--- src/wdlpm_defs.svh ---
// Offsets, field positions, reset values and timing counts
`ifndef WDLPM_DEFS_SVH
`define WDLPM_DEFS_SVH
`define WDLPM_OFF_KEY      4'h0
`define WDLPM_OFF_CTRL     4'h1
`define WDLPM_OFF_LPCTRL   4'h2
`define WDLPM_OFF_WAKESEL  4'h3
`define WDLPM_OFF_STATUS   4'h4
`define WDLPM_OFF_MASK     4'h5
`define WDLPM_OFF_COUNT    4'h6
`define WDLPM_KEY_FIRST    8'h55
`define WDLPM_KEY_SECOND   8'haa
`define WDLPM_CTRL_DIS     0
`define WDLPM_CTRL_WATCHDOG_RESET_OUT   1
`define WDLPM_CTRL_RST     32'h0000_0000
`define WDLPM_LP_MODE_LO   0
`define WDLPM_LP_ENTER     2
`define WDLPM_LP_QUAL_LO   8
`define WDLPM_LPCTRL_RST   32'h0000_0000
`define WDLPM_PULSE_CYC    512
`define WDLPM_ST_OVF       0
`define WDLPM_ST_WAKE      1
`define WDLPM_ST_KEYBAD    2
`endif

--- src/wdlpm_pkg.sv ---
// Types shared by the watchdog and low-power block
package wdlpm_pkg;
    typedef enum logic [1:0] {
        WDLPM_RUN     = 2'b00,
        WDLPM_IDLE    = 2'b01,
        WDLPM_STANDBY = 2'b10,
        WDLPM_HALT    = 2'b11
    } wdlpm_state_type;
    typedef struct packed {
        logic       dis;
        logic       rst_en;
        logic [1:0] mode;
        logic [5:0] qual;
    } wdlpm_cfg_type;
endpackage

--- src/wdlpm_qual.sv ---
// Wake-pin synchroniser and qualification filter
module wdlpm_qual
    import wdlpm_pkg::*;
#(
    parameter int PINS = 32,
    parameter int QW   = 6
) (
    input  wire logic            clk,
    input  wire logic            rst,
    input  wire logic [PINS-1:0] pins_n,
    input  wire logic [PINS-1:0] sel,
    input  wire logic [QW-1:0]   qual,
    output logic                 wake
);
    logic [PINS-1:0] s1_reg;
    logic [PINS-1:0] s2_reg;
    logic [PINS-1:0] s3_reg;
    logic [QW:0]     cnt_reg;
    logic            low;

    always_ff @(posedge clk or posedge rst) begin
        if (rst) begin
            s1_reg <= '1;
            s2_reg <= '1;
            s3_reg <= '1;
        end else begin
            s1_reg <= pins_n;
            s2_reg <= s1_reg;
            s3_reg <= s2_reg;
        end
    end

    // Selected pin low with second and third stage agreeing
    assign low = |(~s2_reg & ~s3_reg & sel);

    always_ff @(posedge clk or posedge rst) begin
        if (rst) begin
            cnt_reg <= '0;
            wake    <= 1'b0;
        end else if (!low) begin
            cnt_reg <= '0;
            wake    <= 1'b0;
        end else if (cnt_reg < {1'b0, qual}) begin
            cnt_reg <= cnt_reg + 1'b1;
            wake    <= 1'b0;
        end else begin
            wake <= 1'b1;
        end
    end
endmodule

--- src/wdlpm_top.sv ---
// Watchdog counter and low-power mode controller
`include "wdlpm_defs.svh"
module wdlpm_top
    import wdlpm_pkg::*;
#(
    parameter int WD_W    = 8,
    parameter int PINS    = 32,
    parameter int PRESCL  = 512
) (
    input  wire logic            MCLK,
    input  wire logic            RST,
    input  wire logic [3:0]      AVS_ADDRESS,
    input  wire logic            AVS_READ,
    input  wire logic            AVS_WRITE,
    input  wire logic [31:0]     AVS_WRITEDATA,
    input  wire logic [3:0]      AVS_BYTEENABLE,
    output logic [31:0]          AVS_READDATA,
    output logic                 AVS_WAITREQUEST,
    input  wire logic            EXT_RESET_N,
    input  wire logic [PINS-1:0] PORTA_N,
    input  wire logic            DEBUG_WAKE_N,
    input  wire logic            LIMP_ACTIVE,
    input  wire logic            WATCHDOG_CLOCK_OK,
    input  wire logic            CPU_INT_N,
    input  wire logic            IDLE_REQ,
    output logic                 WATCHDOG_RESET_OUT_N,
    output logic                 WATCHDOG_WAKE_INT_N,
    output logic                 EXPANDER_INT,
    output logic                 CPU_CLOCK_IN_EN,
    output logic                 SYSTEM_CLOCK_OUT_EN,
    output logic                 OSC_PLL_EN,
    output logic                 PIN_HOLD,
    output logic [1:0]           LP_STATE,
    output logic                 IRQ
);
    localparam int PW = $clog2(`WDLPM_PULSE_CYC + 1);

    logic [WD_W-1:0]      cnt_reg;
    logic [9:0]           pre_reg;
    logic                 tick;
    logic                 key_half_reg;
    logic                 key_clr;
    logic                 key_bad;
    logic [PW-1:0]        pulse_reg;
    logic                 pulse_act;
    logic                 ovf;
    logic [31:0]          ctrl_reg;
    logic [31:0]          lpctrl_reg;
    logic [PINS-1:0]      wakesel_reg;
    logic [2:0]           status_reg;
    logic [2:0]           mask_reg;
    logic [2:0]           ev;
    logic [31:0]          rdata_next;
    logic                 wr;
    logic                 rd;
    logic                 ack_reg;
    logic                 pin_wake;
    logic [2:0]           xr_reg;
    logic [2:0]           lp_reg;
    logic [2:0]           dbg_reg;
    logic [2:0]           ci_reg;
    logic                 xr_low;
    logic                 limp_s;
    logic                 wdck_s;
    logic                 cpu_int;
    logic                 dbg_low;
    logic                 enter_req;
    wdlpm_state_type      st_reg;
    wdlpm_state_type      st_next;
    wdlpm_cfg_type        cfg;

    function automatic logic [31:0] merge(input logic [31:0] old,
                                          input logic [31:0] nw,
                                          input logic [3:0]  be);
        logic [31:0] r;
        r = old;
        for (int i = 0; i < 4; i++) begin
            if (be[i]) begin
                r[i*8 +: 8] = nw[i*8 +: 8];
            end
        end
        return r;
    endfunction

    assign cfg.dis    = ctrl_reg[`WDLPM_CTRL_DIS];
    assign cfg.rst_en = ctrl_reg[`WDLPM_CTRL_WATCHDOG_RESET_OUT];
    assign cfg.mode   = lpctrl_reg[`WDLPM_LP_MODE_LO +: 2];
    assign cfg.qual   = lpctrl_reg[`WDLPM_LP_QUAL_LO +: 6];

    // Bus slave: one wait cycle then acknowledge
    assign wr = AVS_WRITE && ack_reg;
    assign rd = AVS_READ && !ack_reg;
    assign AVS_WAITREQUEST = (AVS_READ || AVS_WRITE) && !ack_reg;

    always_ff @(posedge MCLK or posedge RST) begin
        if (RST) begin
            ack_reg <= 1'b0;
        end else begin
            ack_reg <= (AVS_READ || AVS_WRITE) && !ack_reg;
        end
    end

    // Asynchronous inputs: three flops, second and third agree
    always_ff @(posedge MCLK or posedge RST) begin
        if (RST) begin
            xr_reg  <= 3'b111;
            lp_reg  <= 3'b000;
            dbg_reg <= 3'b111;
            ci_reg  <= 3'b111;
        end else begin
            xr_reg  <= {xr_reg[1:0], EXT_RESET_N};
            lp_reg  <= {lp_reg[1:0], LIMP_ACTIVE};
            dbg_reg <= {dbg_reg[1:0], DEBUG_WAKE_N};
            ci_reg  <= {ci_reg[1:0], CPU_INT_N};
        end
    end

    assign xr_low  = !xr_reg[1] && !xr_reg[2];
    assign limp_s  = lp_reg[1] && lp_reg[2];
    assign dbg_low = !dbg_reg[1] && !dbg_reg[2];
    assign cpu_int = !ci_reg[1] && !ci_reg[2];

    logic [2:0] wk_reg;
    always_ff @(posedge MCLK or posedge RST) begin
        if (RST) begin
            wk_reg <= 3'b000;
        end else begin
            wk_reg <= {wk_reg[1:0], WATCHDOG_CLOCK_OK};
        end
    end
    assign wdck_s = wk_reg[1] && wk_reg[2];

    // Watchdog clock prescaler
    always_ff @(posedge MCLK or posedge RST) begin
        if (RST) begin
            pre_reg <= '0;
        end else if (pre_reg == 10'(PRESCL - 1)) begin
            pre_reg <= '0;
        end else begin
            pre_reg <= pre_reg + 1'b1;
        end
    end
    assign tick = (pre_reg == 10'(PRESCL - 1));

    // Key sequence detection
    assign key_clr = wr && AVS_ADDRESS == `WDLPM_OFF_KEY && AVS_BYTEENABLE[0]
                     && key_half_reg
                     && AVS_WRITEDATA[7:0] == `WDLPM_KEY_SECOND;
    assign key_bad = wr && AVS_ADDRESS == `WDLPM_OFF_KEY && AVS_BYTEENABLE[0]
                     && !key_clr
                     && AVS_WRITEDATA[7:0] != `WDLPM_KEY_FIRST;

    always_ff @(posedge MCLK or posedge RST) begin
        if (RST) begin
            key_half_reg <= 1'b0;
        end else if (wr && AVS_ADDRESS == `WDLPM_OFF_KEY
                     && AVS_BYTEENABLE[0]) begin
            // Any unexpected value falls back to waiting for the first
            key_half_reg <= (AVS_WRITEDATA[7:0] == `WDLPM_KEY_FIRST);
        end
    end

    // Watchdog counter
    assign ovf = tick && !cfg.dis && !limp_s && !pulse_act
                 && cnt_reg == {WD_W{1'b1}};

    always_ff @(posedge MCLK or posedge RST) begin
        if (RST) begin
            cnt_reg <= '0;
        end else if (key_clr || cfg.dis) begin
            cnt_reg <= '0;
        end else if (tick && !limp_s && !pulse_act) begin
            cnt_reg <= cnt_reg + 1'b1;
        end
    end

    // Overflow pulse, 512 oscillator clocks
    always_ff @(posedge MCLK or posedge RST) begin
        if (RST) begin
            pulse_reg <= '0;
        end else if (ovf) begin
            pulse_reg <= PW'(`WDLPM_PULSE_CYC);
        end else if (pulse_reg != '0) begin
            pulse_reg <= pulse_reg - 1'b1;
        end
    end
    assign pulse_act = (pulse_reg != '0);

    // Reset in reset mode, and for one cycle from halt as the pulse wakes to run; otherwise interrupt form
    always_ff @(posedge MCLK or posedge RST) begin
        if (RST) begin
            WATCHDOG_RESET_OUT_N <= 1'b1;
            WATCHDOG_WAKE_INT_N  <= 1'b1;
            EXPANDER_INT         <= 1'b0;
        end else begin
            WATCHDOG_RESET_OUT_N <= !(pulse_act
                && (cfg.rst_en || st_reg == WDLPM_HALT));
            WATCHDOG_WAKE_INT_N  <= !(pulse_act && !cfg.rst_en
                && st_reg != WDLPM_HALT);
            EXPANDER_INT <= pulse_act && !cfg.rst_en
                && st_reg != WDLPM_HALT
                && st_reg != WDLPM_STANDBY;
        end
    end

    wdlpm_qual #(
        .PINS (PINS),
        .QW   (6)
    ) u_qual (
        .clk    (MCLK),
        .rst    (RST),
        .pins_n (PORTA_N),
        .sel    (wakesel_reg),
        .qual   (cfg.qual),
        .wake   (pin_wake)
    );

    // Low-power state machine
    assign enter_req = IDLE_REQ
        || (wr && AVS_ADDRESS == `WDLPM_OFF_LPCTRL && AVS_BYTEENABLE[0]
            && AVS_WRITEDATA[`WDLPM_LP_ENTER]);

    always_comb begin
        st_next = st_reg;
        case (st_reg)
            WDLPM_RUN: begin
                if (enter_req) begin
                    if (cfg.mode == 2'b00) begin
                        st_next = WDLPM_IDLE;
                    end else if (cfg.mode == 2'b01) begin
                        st_next = WDLPM_STANDBY;
                    end else if (wdck_s) begin
                        st_next = WDLPM_HALT;
                    end
                end
            end
            WDLPM_IDLE: begin
                if (xr_low || cpu_int || pulse_act) begin
                    st_next = WDLPM_RUN;
                end
            end
            WDLPM_STANDBY: begin
                if (xr_low || dbg_low || pin_wake
                    || (pulse_act && !cfg.rst_en)) begin
                    st_next = WDLPM_RUN;
                end
            end
            WDLPM_HALT: begin
                if (xr_low || dbg_low || pin_wake || pulse_act) begin
                    st_next = WDLPM_RUN;
                end
            end
            default: st_next = WDLPM_RUN;
        endcase
    end

    always_ff @(posedge MCLK or posedge RST) begin
        if (RST) begin
            st_reg <= WDLPM_RUN;
        end else begin
            st_reg <= st_next;
        end
    end

    // Clock gating outputs
    always_ff @(posedge MCLK or posedge RST) begin
        if (RST) begin
            CPU_CLOCK_IN_EN     <= 1'b1;
            SYSTEM_CLOCK_OUT_EN <= 1'b1;
            OSC_PLL_EN          <= 1'b1;
            PIN_HOLD            <= 1'b0;
        end else begin
            CPU_CLOCK_IN_EN     <= (st_next == WDLPM_RUN)
                                   || (st_next == WDLPM_IDLE);
            SYSTEM_CLOCK_OUT_EN <= (st_next == WDLPM_RUN)
                                   || (st_next == WDLPM_IDLE);
            OSC_PLL_EN          <= (st_next != WDLPM_HALT);
            PIN_HOLD            <= (st_next != WDLPM_RUN);
        end
    end
    assign LP_STATE = st_reg;

    // Registers
    always_ff @(posedge MCLK or posedge RST) begin
        if (RST) begin
            ctrl_reg    <= `WDLPM_CTRL_RST;
            lpctrl_reg  <= `WDLPM_LPCTRL_RST;
            wakesel_reg <= '0;
            mask_reg    <= '0;
        end else if (wr) begin
            case (AVS_ADDRESS)
                `WDLPM_OFF_CTRL: ctrl_reg <= merge(ctrl_reg, AVS_WRITEDATA,
                                                   AVS_BYTEENABLE) & 32'h3;
                `WDLPM_OFF_LPCTRL: lpctrl_reg <= merge(lpctrl_reg,
                    AVS_WRITEDATA, AVS_BYTEENABLE) & 32'h0000_3f03;
                `WDLPM_OFF_WAKESEL: wakesel_reg <= PINS'(merge(
                    32'(wakesel_reg), AVS_WRITEDATA, AVS_BYTEENABLE));
                `WDLPM_OFF_MASK: mask_reg <= AVS_BYTEENABLE[0]
                    ? AVS_WRITEDATA[2:0] : mask_reg;
                default: ;
            endcase
        end
    end

    // Sticky status, cleared by read; a new event wins
    assign ev[`WDLPM_ST_OVF]    = ovf;
    assign ev[`WDLPM_ST_WAKE]   = (st_reg != WDLPM_RUN)
                                  && (st_next == WDLPM_RUN);
    assign ev[`WDLPM_ST_KEYBAD] = key_bad;

    always_ff @(posedge MCLK or posedge RST) begin
        if (RST) begin
            status_reg <= '0;
        end else if (rd && AVS_ADDRESS == `WDLPM_OFF_STATUS) begin
            status_reg <= ev;
        end else begin
            status_reg <= status_reg | ev;
        end
    end

    always_ff @(posedge MCLK or posedge RST) begin
        if (RST) begin
            IRQ <= 1'b0;
        end else begin
            IRQ <= |(status_reg & mask_reg);
        end
    end

    always_comb begin
        rdata_next = 32'h0000_0000;
        case (AVS_ADDRESS)
            `WDLPM_OFF_KEY:     rdata_next = {31'h0, key_half_reg};
            `WDLPM_OFF_CTRL:    rdata_next = ctrl_reg;
            `WDLPM_OFF_LPCTRL:  rdata_next = lpctrl_reg;
            `WDLPM_OFF_WAKESEL: rdata_next = 32'(wakesel_reg);
            `WDLPM_OFF_STATUS:  rdata_next = {29'h0, status_reg};
            `WDLPM_OFF_MASK:    rdata_next = {29'h0, mask_reg};
            `WDLPM_OFF_COUNT:   rdata_next = {22'h0, st_reg, cnt_reg};
            default:            rdata_next = 32'h0000_0000;
        endcase
    end

    always_ff @(posedge MCLK or posedge RST) begin
        if (RST) begin
            AVS_READDATA <= '0;
        end else if (rd) begin
            AVS_READDATA <= rdata_next;
        end
    end
endmodule

--- config.mk ---
export PLATFORM = sky130hd
export DESIGN_NAME = wdlpm_top
export DESIGN_NICKNAME = d
export VERILOG_FILES = /design/src/wdlpm_pkg.sv /design/src/wdlpm_qual.sv /design/src/wdlpm_top.sv
export VERILOG_INCLUDE_DIRS = /design/src
export SDC_FILE = /design/constraint.sdc
export NUM_CORES = 1
export LEC_CHECK = 0
export BUFFER_PORTS_ARGS = -buffer_cell sky130_fd_sc_hd__buf_2
export CAP_MARGIN = 20
export CORE_MARGIN = 4
export CORE_UTILIZATION = 51
export CTS_CLUSTER_DIAMETER = 50
export DETAILED_ROUTE_END_ITERATION = 8
export GPL_TIMING_DRIVEN = 0
export HOLD_SLACK_MARGIN = 0.08
export MAX_ROUTING_LAYER = met4
export PLACE_DENSITY_LB_ADDON = 0.05
export RECOVER_POWER = 25
export SLEW_MARGIN = 25
export SYNTH_ARGS = -nofsm -noshare
export SYNTH_HDL_FRONTEND = slang
export SYNTH_SLANG_ARGS = --single-unit
--- constraint.sdc ---
create_clock -name MCLK -period 6.9 [get_ports MCLK]
set_input_delay 1.035 -clock MCLK [delete_from_list [all_inputs] [get_ports MCLK]]
set_output_delay 1.035 -clock MCLK [all_outputs]
set_load 0.005 [all_outputs]
## After elaboration in Yosys (flattened, before gate mapping)

Cells that the tools add are included.

| word-level totals | value |
|---|---|
| output and inout port bits | 43 |
| word-level logic and storage cells | 156 |
| register bits | 238 |
| input bits | 82 |

| operators by class | value |
|---|---|
| equal/unequal tests | 20 |
| bitwise logic cells | 6 |
| magnitude comparators | 1 |
| mux-type cells | 19 |
| add/sub/neg operators | 4 |
| reduce and logical (&&, ||, !) cells | 73 |

Operators with widths:

| cell | number |
|---|---|
| 32-bit one-hot mux with 7 select lines | 1 |
| 32-bit bitwise AND | 2 |
| 32-bit NOT | 2 |
| 32-bit OR reduction | 1 |
| 10-bit two-way mux | 3 |
| 1-bit logical AND | 29 |
| 3-bit AND reduction | 8 |
| 8-bit == test (second input constant) | 2 |
| 8-bit two-way mux | 2 |
| 1-bit logical NOT | 14 |
| 2-bit two-way mux | 7 |
| 7-bit two-way mux | 2 |
| 4-bit by 3-bit == test with 1-bit output (second input constant) | 3 |
| 1-bit logical OR | 11 |
| 10-bit by 1-bit adder with 10-bit output (second input constant) | 1 |
| 10-bit by 9-bit == test with 1-bit output (second input constant) | 1 |
| 10-bit nonzero test | 1 |
| 10-bit by 1-bit subtractor with 10-bit output (second input constant) | 1 |
| 8-bit by 1-bit adder with 8-bit output (second input constant) | 1 |
| 4-bit by 2-bit == test with 1-bit output (second input constant) | 2 |
| 8-bit by 7-bit == test with 1-bit output (second input constant) | 1 |
| 2-bit inequality test (second input constant) | 4 |
| 8-bit by 7-bit inequality test with 1-bit output (second input constant) | 1 |
| 2-bit one-hot mux with 4 select lines | 1 |
| 13 further kinds | 22 |

## Longest topological paths before layout

Gate-level depths: netlist of the first run.

| depth | value |
|---|---|
| word-level depth | 11 |
| depth in mapped cells | 8 |
| mapped depth without buffers | 7 |

## By module

A second synthesis of the first run with hierarchy kept.

| second synthesis, totals | value |
|---|---|
| cell total of the unflattened synthesis | 690 |
| area, all modules | 8,992.4 µm² |

Modules (own cells, without submodules):

| module | area each (µm²) | times used | cells an instance |
|---|---|---|---|
| wdlpm_top | 5,641.7 | 1 | 482 |
| wdlpm_qual | 3,350.7 | 1 | 208 |

## Least setup slack after synthesis of the first run

Ideal clock, no wire load.

| timing path | value |
|---|---|
| kind | in2reg |
| start point | input AVS_ADDRESS[2] |
| end point | register wakesel_reg[0] |
| stages on the path | 5 |
| data arrival time | 2.312 ns |
| setup time | 0.125 ns |
| data required time | 6.775 ns |
| setup slack | 4.464 ns |
| cells stage by stage | clkbuf_1 > nor2_1 > nand3_1 > nor2_1 > mux2_2 |

| between the ends | value |
|---|---|
| word-level cells in the longest chain between the ends | 2 |

Ends and longest elaborated chain:

| item | RTL line | text |
|---|---|---|
| start, declared | wdlpm_top.sv:12 | `input wire logic [3:0] AVS_ADDRESS,` |
| 4-bit by 2-bit == test with 1-bit output | wdlpm_top.sv:291 | `case (AVS_ADDRESS)` |
| 3-bit AND reduction (no line) | n/a |  |
| end signal, assigned | wdlpm_top.sv:296 | `` `WDLPM_OFF_WAKESEL: wakesel_reg <= PINS'(merge( `` |
| end, declared | wdlpm_top.sv:49 | `logic [PINS-1:0] wakesel_reg;` |

Every way passes these cells.
A chain may end at the register's enable or synchronous reset.

## Final worst setup path of the first run

| timing path | value |
|---|---|
| start point | input AVS_WRITE |
| end point | output AVS_WAITREQUEST |

| between the ends | value |
|---|---|
| word-level cells in the longest chain between the ends | 2 |

Ends and longest elaborated chain:

| item | RTL line | text |
|---|---|---|
| start, declared | wdlpm_top.sv:14 | `input wire logic AVS_WRITE,` |
| 1-bit logical OR | wdlpm_top.sv:93 | `assign AVS_WAITREQUEST = (AVS_READ \|\| AVS_WRITE) && !ack_reg;` |
| 1-bit logical AND | wdlpm_top.sv:93 |  |
| end, declared | wdlpm_top.sv:18 | `output logic AVS_WAITREQUEST,` |

Every way passes these cells.

==> results.py, run 1 <==
metrics = {
    "global_routing": {
        "grt_pass1_vias": 6136,
        "grt_usage": 0.212,
        "grt-ovfl-total": 0,
        "antenna_found_initial": 0,
        "grt_max_degree": 38,
        "grt_pass1_wl_mm": 32.4,
    },
    "synth": {
        "yosys.area_share.simple": 0.123,
        "synth_cell_types": 51,
        "synth_mux_area_frac": 0.0589,
        "syn-num-nets": 788,
        "synth-seq-cells": 238,
        "avgSynthCellArea_um2": 12.7,
        "netlist_top_cells_area": "dfrtp_1 (36%), dfstp_2 (32%), mux2_2 (5.3%), nand2_1 (3.4%), o21ai_0 (3.2%)",
        "yosysTopAreaCell": "dfrtp_1",
        "synth-compound-area-share": 0.0869,
        "yosysTopAreaCellShare": 0.364,
        "syn_inst": 697,
        "ys_seq_area_frac": 0.687,
        "synth_warnings": 0,
        "synth_xor_area_frac": 0.0158,
        "synth_edf_count": 0,
        "synthAdderAreaFrac": 0.0127,
        "syn-cell-area_um2": 8870,
        "synthFlopType": "dfrtp_1",
        "async_flop_share": 1.00,
        "synth_top_family_by_area": "simple AND/OR/NAND/NOR gates",
    },
    "die": {
        "die_w_um": 140,
        "core.rowCount": 47,
        "num_io_pins": 125,
        "die_area_um2": 19600,
        "initial_utilization": 0.528,
        "core_um2": 16800,
        "die_h_um": 140,
    },
    "worst_setup_path": {
        "worstPathArrival_ns": 1.70,
        "r2r_slack_ns": 4.55,
        "r2r_end": "cnt_reg[7]",
        "worstReg2RegStart": "pulse_reg[0]",
        "crit_path_end": "AVS_WAITREQUEST",
        "reg2regPathDepth": 7,
        "end_kind": "output port",
        "cp_data_required_time_ns": 5.86,
        "start_kind": "primary input",
        "crit_type": "primary input to output port",
        "cp-startpoint": "AVS_WRITE",
        "worstPathMaxFanout": 6,
    },
    "clock_tree": {
        "cts_tree": "yes",
        "cts_resized": 0,
        "clockBufferDepth": 3,
        "cts_buffers": 27,
        "cts_setup_buffers": 0,
        "cts_hold_buffers": 0,
        "h-tree-depth": 1,
        "cts_sinks": 238,
        "clkTransAtPathRegs_ns": 0.06,
        "root_buffer": "clkbuf_16",
        "worstSkewPairLatency_ns": 0.52,
    },
    "layout": {
        "layout_common_cells": "dfrtp_1 (129), buf_2 (125), dfstp_2 (84)",
        "antenna_cells": 0,
        "syn2layout_area_growth_pct": 21.7,
        "nets": 948,
        "layout-drive-gt1-share": 0.358,
        "final_common_cell": "dfrtp_1",
    },
    "place": {
        "numPortBuffers": 123,
        "gp_congestion": 0.883,
        "hpwl_mm": 14.6,
    },
    "power_and_ir_drop": {
        "power_density_nw_per_um2": 303,
        "leakage_nw": 4.95,
        "ir_worst_vdd_mv": 0.240,
        "p_total_mw": 3.27,
    },
    "timing": {
        "worst_pin_slew_ns": 1.35,
        "setup-violations-final": 0,
        "max_freq_mhz": 365,
        "final_max_slew_viol_count": 0,
        "final_hold_viol_count": 0,
        "fin_worst_skew_ns": 0.00760,
        "tns_ns": 0,
        "fin_crit_ns": 2.74,
        "fin_crit_sh": 0.397,
        "slew_headroom": 0.0948,
        "rsz0062_at_grt": "no",
    },
    "detailed_routing": {
        "wl_per_cell_um": 18.3,
        "antenna_left": 0,
        "via_per_inst": 5.41,
        "wl_mm": 20.0,
        "drtPass1Iterations": 5,
        "detail_route.iter0.violations": 296,
        "drc": 0,
        "num_vias": 5926,
    },
    "flow_run": {
        "drv_cap": 0,
    },
    "min_path": {
        "min_path_type": "register to register",
    },
    "outcome": {
        "status": "completed",
    },
}
[routing by layer]
layer / part of all wire / global-route usage
met5: 0 / -
met4: 0.027 / 0.0551
met1: 0.44 / 0.279
met2: 0.49 / 0.343
met3: 0.049 / 0.0392
[area by class of cell]
cell class,count,area [um^2]
Inverter,15,57.6
Clock buffer,39,781
Tap cell,220,275
Sequential cell,238,6090
Multi-Input combinational cell,423,2640
Timing Repair Buffer,131,759
Buffer,21,88.8
Clock inverter,9,101
Fill cell,1384,6020
[kinds of logic after synthesis]
logic type | count (synthesis)
flip-flops | 238
AND/OR/NAND/NOR | 229
AO/OA/AOI/OAI | 122
multiplexers | 47
buffers and inverters | 36
XOR/XNOR | 16
adder cells (fa/ha/maj) | 9
[report_power, final]
part	internal (mW)	leakage (nW)	switching, mW
clock network	0.856	0.435	0.532
registers	1.52	2.85	0.0860
logic	0.123	1.67	0.152
[worst min path at each step]
| stage | startpoint | to | slack [ns] | depth (start not counted) |
|---|---|---|---|---|
| floorplan | lp_reg[0] | lp_reg[1] | 0.33 | 0 |
| global placement | wk_reg[0] | wk_reg[1] | 0.33 | 0 |
| detailed placement | lp_reg[0] | lp_reg[1] | 0.34 | 0 |
| CTS | lp_reg[0] | lp_reg[1] | 0.35 | 0 |
| global route | u_qual.s1_reg[15] | u_qual.s2_reg[15] | 0.36 | 0 |
| finish | lp_reg[0] | lp_reg[1] | 0.35 | 0 |
[through the flow]
stage | util | hold WS, ns | setup WS [ns] | instance area, um^2 | cells
global placement | 0.581 | 0.334 | 1.70 | 9770 | 1040
finish | 0.642 | 0.350 | 4.16 | 10800 | 1096
detailed placement | 0.590 | 0.339 | 3.85 | 9920 | 1048
CTS | 0.642 | 0.352 | 4.28 | 10800 | 1096
global route | 0.642 | 0.362 | 4.15 | 10800 | 1096
floorplan | - | 0.331 | 2.83 | 8880 | 697
[Yosys cell counts (3+ instances only)]
library cell / n
a21o_1: 4
a21oi_1: 16
a22oi_1: 28
and3_1: 3
buf_2: 5
clkbuf_1: 15
dfrtp_1: 129
dfstp_2: 109
ha_1: 9
inv_1: 15
mux2_2: 42
mux2i_1: 5
nand2_1: 81
nand2b_1: 6
nand3_1: 17
nand4_1: 8
nor2_1: 66
nor2b_1: 7
nor3_1: 8
nor3b_1: 3
nor4_1: 4
nor4bb_1: 4
o21ai_0: 56
o31ai_1: 3
or3_1: 9
or4_1: 3
xnor2_1: 7
xor2_1: 9
[critical path: stages]
cell and delay [ns]:
clkbuf_1 0.24, nor2_1 0.09, nor2_1 0.18, buf_2 0.15
No activity file was read; power rests on OpenSTA's default activity.
==> run 2, diff against run 1 <==
- CORE_UTILIZATION: 51 -> 55
- clock period: 6.9 -> 2.7 ns (I/O delays scaled with it)
==> run 2 against run 1 <==
Effect of this change: global-route usage is 2.2 points higher; final cell count is 2.9% higher; combinational power grew to 2.7 times the previous value; design area is 4.4% higher; hold slack worse by 0.24 ns; first-iteration DRC count is 0.34% higher; total power grew to 2.6 times the previous value; routed wire length is 2.0% higher; register-to-register slack worse by 4.2 ns; clock skew is 0.011 ns higher.
==> results.py, run 2 (synthesis results as in run 1) <==
metrics = {
    "worst_setup_path": {
        "worstPathMaxFanout": 9,
        "path_common_cell": "a21o_1",
        "worstReg2RegStart": "lpctrl_reg[12]",
        "crit_type": "register to register",
        "crit_cells": 8,
        "crit_path_end": "u_qual.cnt_reg[5]",
        "start_kind": "register",
        "path_cells": "inv_1 > ha_1 > a21o_1 > a211o_1 > a21o_1 > clkbuf_1 > or4_1 > a21oi_1",
        "worstPathArrival_ns": 2.80,
        "r2r_end": "u_qual.cnt_reg[5]",
        "reg2regPathDepth": 8,
        "r2r_slack_ns": 0.33,
        "cp_top_family": "compound AO/OA/AOI/OAI gates",
        "cp_num_buf_inv": 2,
        "cp_data_required_time_ns": 3.13,
        "cp-startpoint": "lpctrl_reg[12]",
        "max_stage_delay_ns": 0.54,
        "end_kind": "register",
        "crit_slowest_cell": "or4_1",
    },
    "die": {
        "die_h_um": 135,
        "initial_utilization": 0.561,
        "num_io_pins": 125,
        "die_w_um": 135,
        "die_area_um2": 18200,
        "core_um2": 15800,
        "core.rowCount": 46,
    },
    "place": {
        "hpwl_mm": 14.8,
        "gp_congestion": 0.830,
        "numPortBuffers": 123,
    },
    "clock_tree": {
        "clockBufferDepth": 3,
        "clkTransAtPathRegs_ns": 0.06,
        "cts_resized": 0,
        "cts_buffers": 25,
        "h-tree-depth": 1,
        "root_buffer": "clkbuf_16",
        "cts_sinks": 238,
        "cts_tree": "yes",
        "worstSkewPairLatency_ns": 0.53,
    },
    "timing": {
        "max_freq_mhz": 423,
        "rsz0062_at_grt": "no",
        "final_hold_viol_count": 0,
        "slew_headroom": 0.460,
        "setup-violations-final": 0,
        "fin_crit_sh": 0.877,
        "fin_crit_ns": 2.37,
        "final_max_slew_viol_count": 0,
        "worst_pin_slew_ns": 0.808,
        "fin_worst_skew_ns": 0.0181,
        "holdWs_ns": 0.109,
    },
    "detailed_routing": {
        "drtPass1Iterations": 6,
        "num_vias": 6059,
        "wl_per_cell_um": 18.1,
        "via_per_inst": 5.37,
        "detail_route.iter0.violations": 297,
        "wl_mm": 20.4,
        "drc": 0,
        "antenna_left": 0,
    },
    "global_routing": {
        "grt_max_degree": 35,
        "grt_pass1_wl_mm": 32.5,
        "grt-ovfl-total": 0,
        "grt_pass1_vias": 6314,
        "antenna_found_initial": 0,
        "grt_usage": 0.234,
    },
    "min_path": {
        "min_path_type": "primary input to register",
    },
    "layout": {
        "layout-drive-gt1-share": 0.349,
        "multiInputGateArea_um2": 2640,
        "nets": 985,
        "final_common_cell": "dfrtp_1",
        "antenna_cells": 0,
        "syn2layout_area_growth_pct": 27.0,
        "ff_latch_area_um2": 6090,
        "num-fill-cells": 1135,
        "utilization": 0.712,
        "layout_common_cells": "dfrtp_1 (129), buf_2 (126), dfstp_2 (86)",
    },
    "flow_run": {
        "drv_cap": 0,
    },
    "power_and_ir_drop": {
        "ir_worst_vdd_mv": 0.546,
        "leakage_nw": 5.16,
        "power_density_nw_per_um2": 769,
    },
    "outcome": {
        "status": "completed",
    },
}
==> run 2: changes by cell type in the layout (fill, tap and decap cells not counted), moves of 2 or more <==
cell and change:
dfstp_1 -2, dfstp_2 +2, clkbuf_1 -3, clkinv_2 -2
bufinv_16 +3, buf_16 +2, dlygate4sd3_1 +38
==> run 2: how the worst min path moves through the flow <==
stage | from | end | slack [ns] | cells after the start
after floorplan | lp_reg[0] | lp_reg[1] | 0.33 | 0
after global placement | wk_reg[0] | wk_reg[1] | 0.34 | 0
after detailed placement | wk_reg[0] | wk_reg[1] | 0.34 | 0
after CTS | AVS_WRITEDATA[16] | wakesel_reg[16] | 0.09 | 2
after global routing | AVS_WRITEDATA[25] | wakesel_reg[25] | 0.10 | 2
final | AVS_WRITEDATA[16] | wakesel_reg[16] | 0.11 | 2
==> run 2: routing by layer <==
layer | up-vias | global-route usage | routed length [um]
li1 | 2828 | - | -
met5 | - | - | 0
met3 | 44 | 0.0358 | 941
met1 | 3013 | 0.313 | 8850
met4 | 0 | 0.0700 | 530
met2 | 174 | 0.377 | 10100
==> run 2: per-stage QoR <==
stage | setup TNS, ns | instances | power [mW] | area (um^2) | setup slack [ns]
2_1_floorplan | -94.93 | 697 | 4.51 | 8880 | -0.736
3_3_place_gp | -317.05 | 1036 | 4.79 | 9760 | -1.83
3_5_place_dp | 0 | 1045 | 4.88 | 9950 | 0.237
4_1_cts | 0 | 1128 | 8.75 | 11300 | 0.338
5_1_grt | 0 | 1128 | 9.01 | 11300 | 0.123
6_report | 0 | 1128 | 8.66 | 11300 | 0.333
==> run 2: area by class of cell <==
cell class	count	area share
multi-input combinational	423	0.234
tap	216	0.0240
inverter	15	0.00533
clock buffer	34	0.0657
timing repair buffer	170	0.104
clock inverter	11	0.0181
sequential	238	0.541
buffer	21	0.00788
==> run 2: power by group <==
part	internal [mW]	switching [mW]
registers	3.89	0.219
clock network	2.41	1.39
logic	0.351	0.397
==> run 2: timing repair <==
item / 4_1_cts / 5_1_grt
setup buffers: 0 / 0
hold buffers: 38 / 0
endpoints found under the hold margin: 64 / 0
==> run 2: worst reg2reg max path, cell delays in order, from the launching register on <==
cell      delay [ns]
dfrtp_1         0.36
inv_1           0.07
ha_1            0.31
a21o_1          0.18
a211o_1         0.31
a21o_1          0.15
clkbuf_1        0.20
or4_1           0.54
a21oi_1         0.17
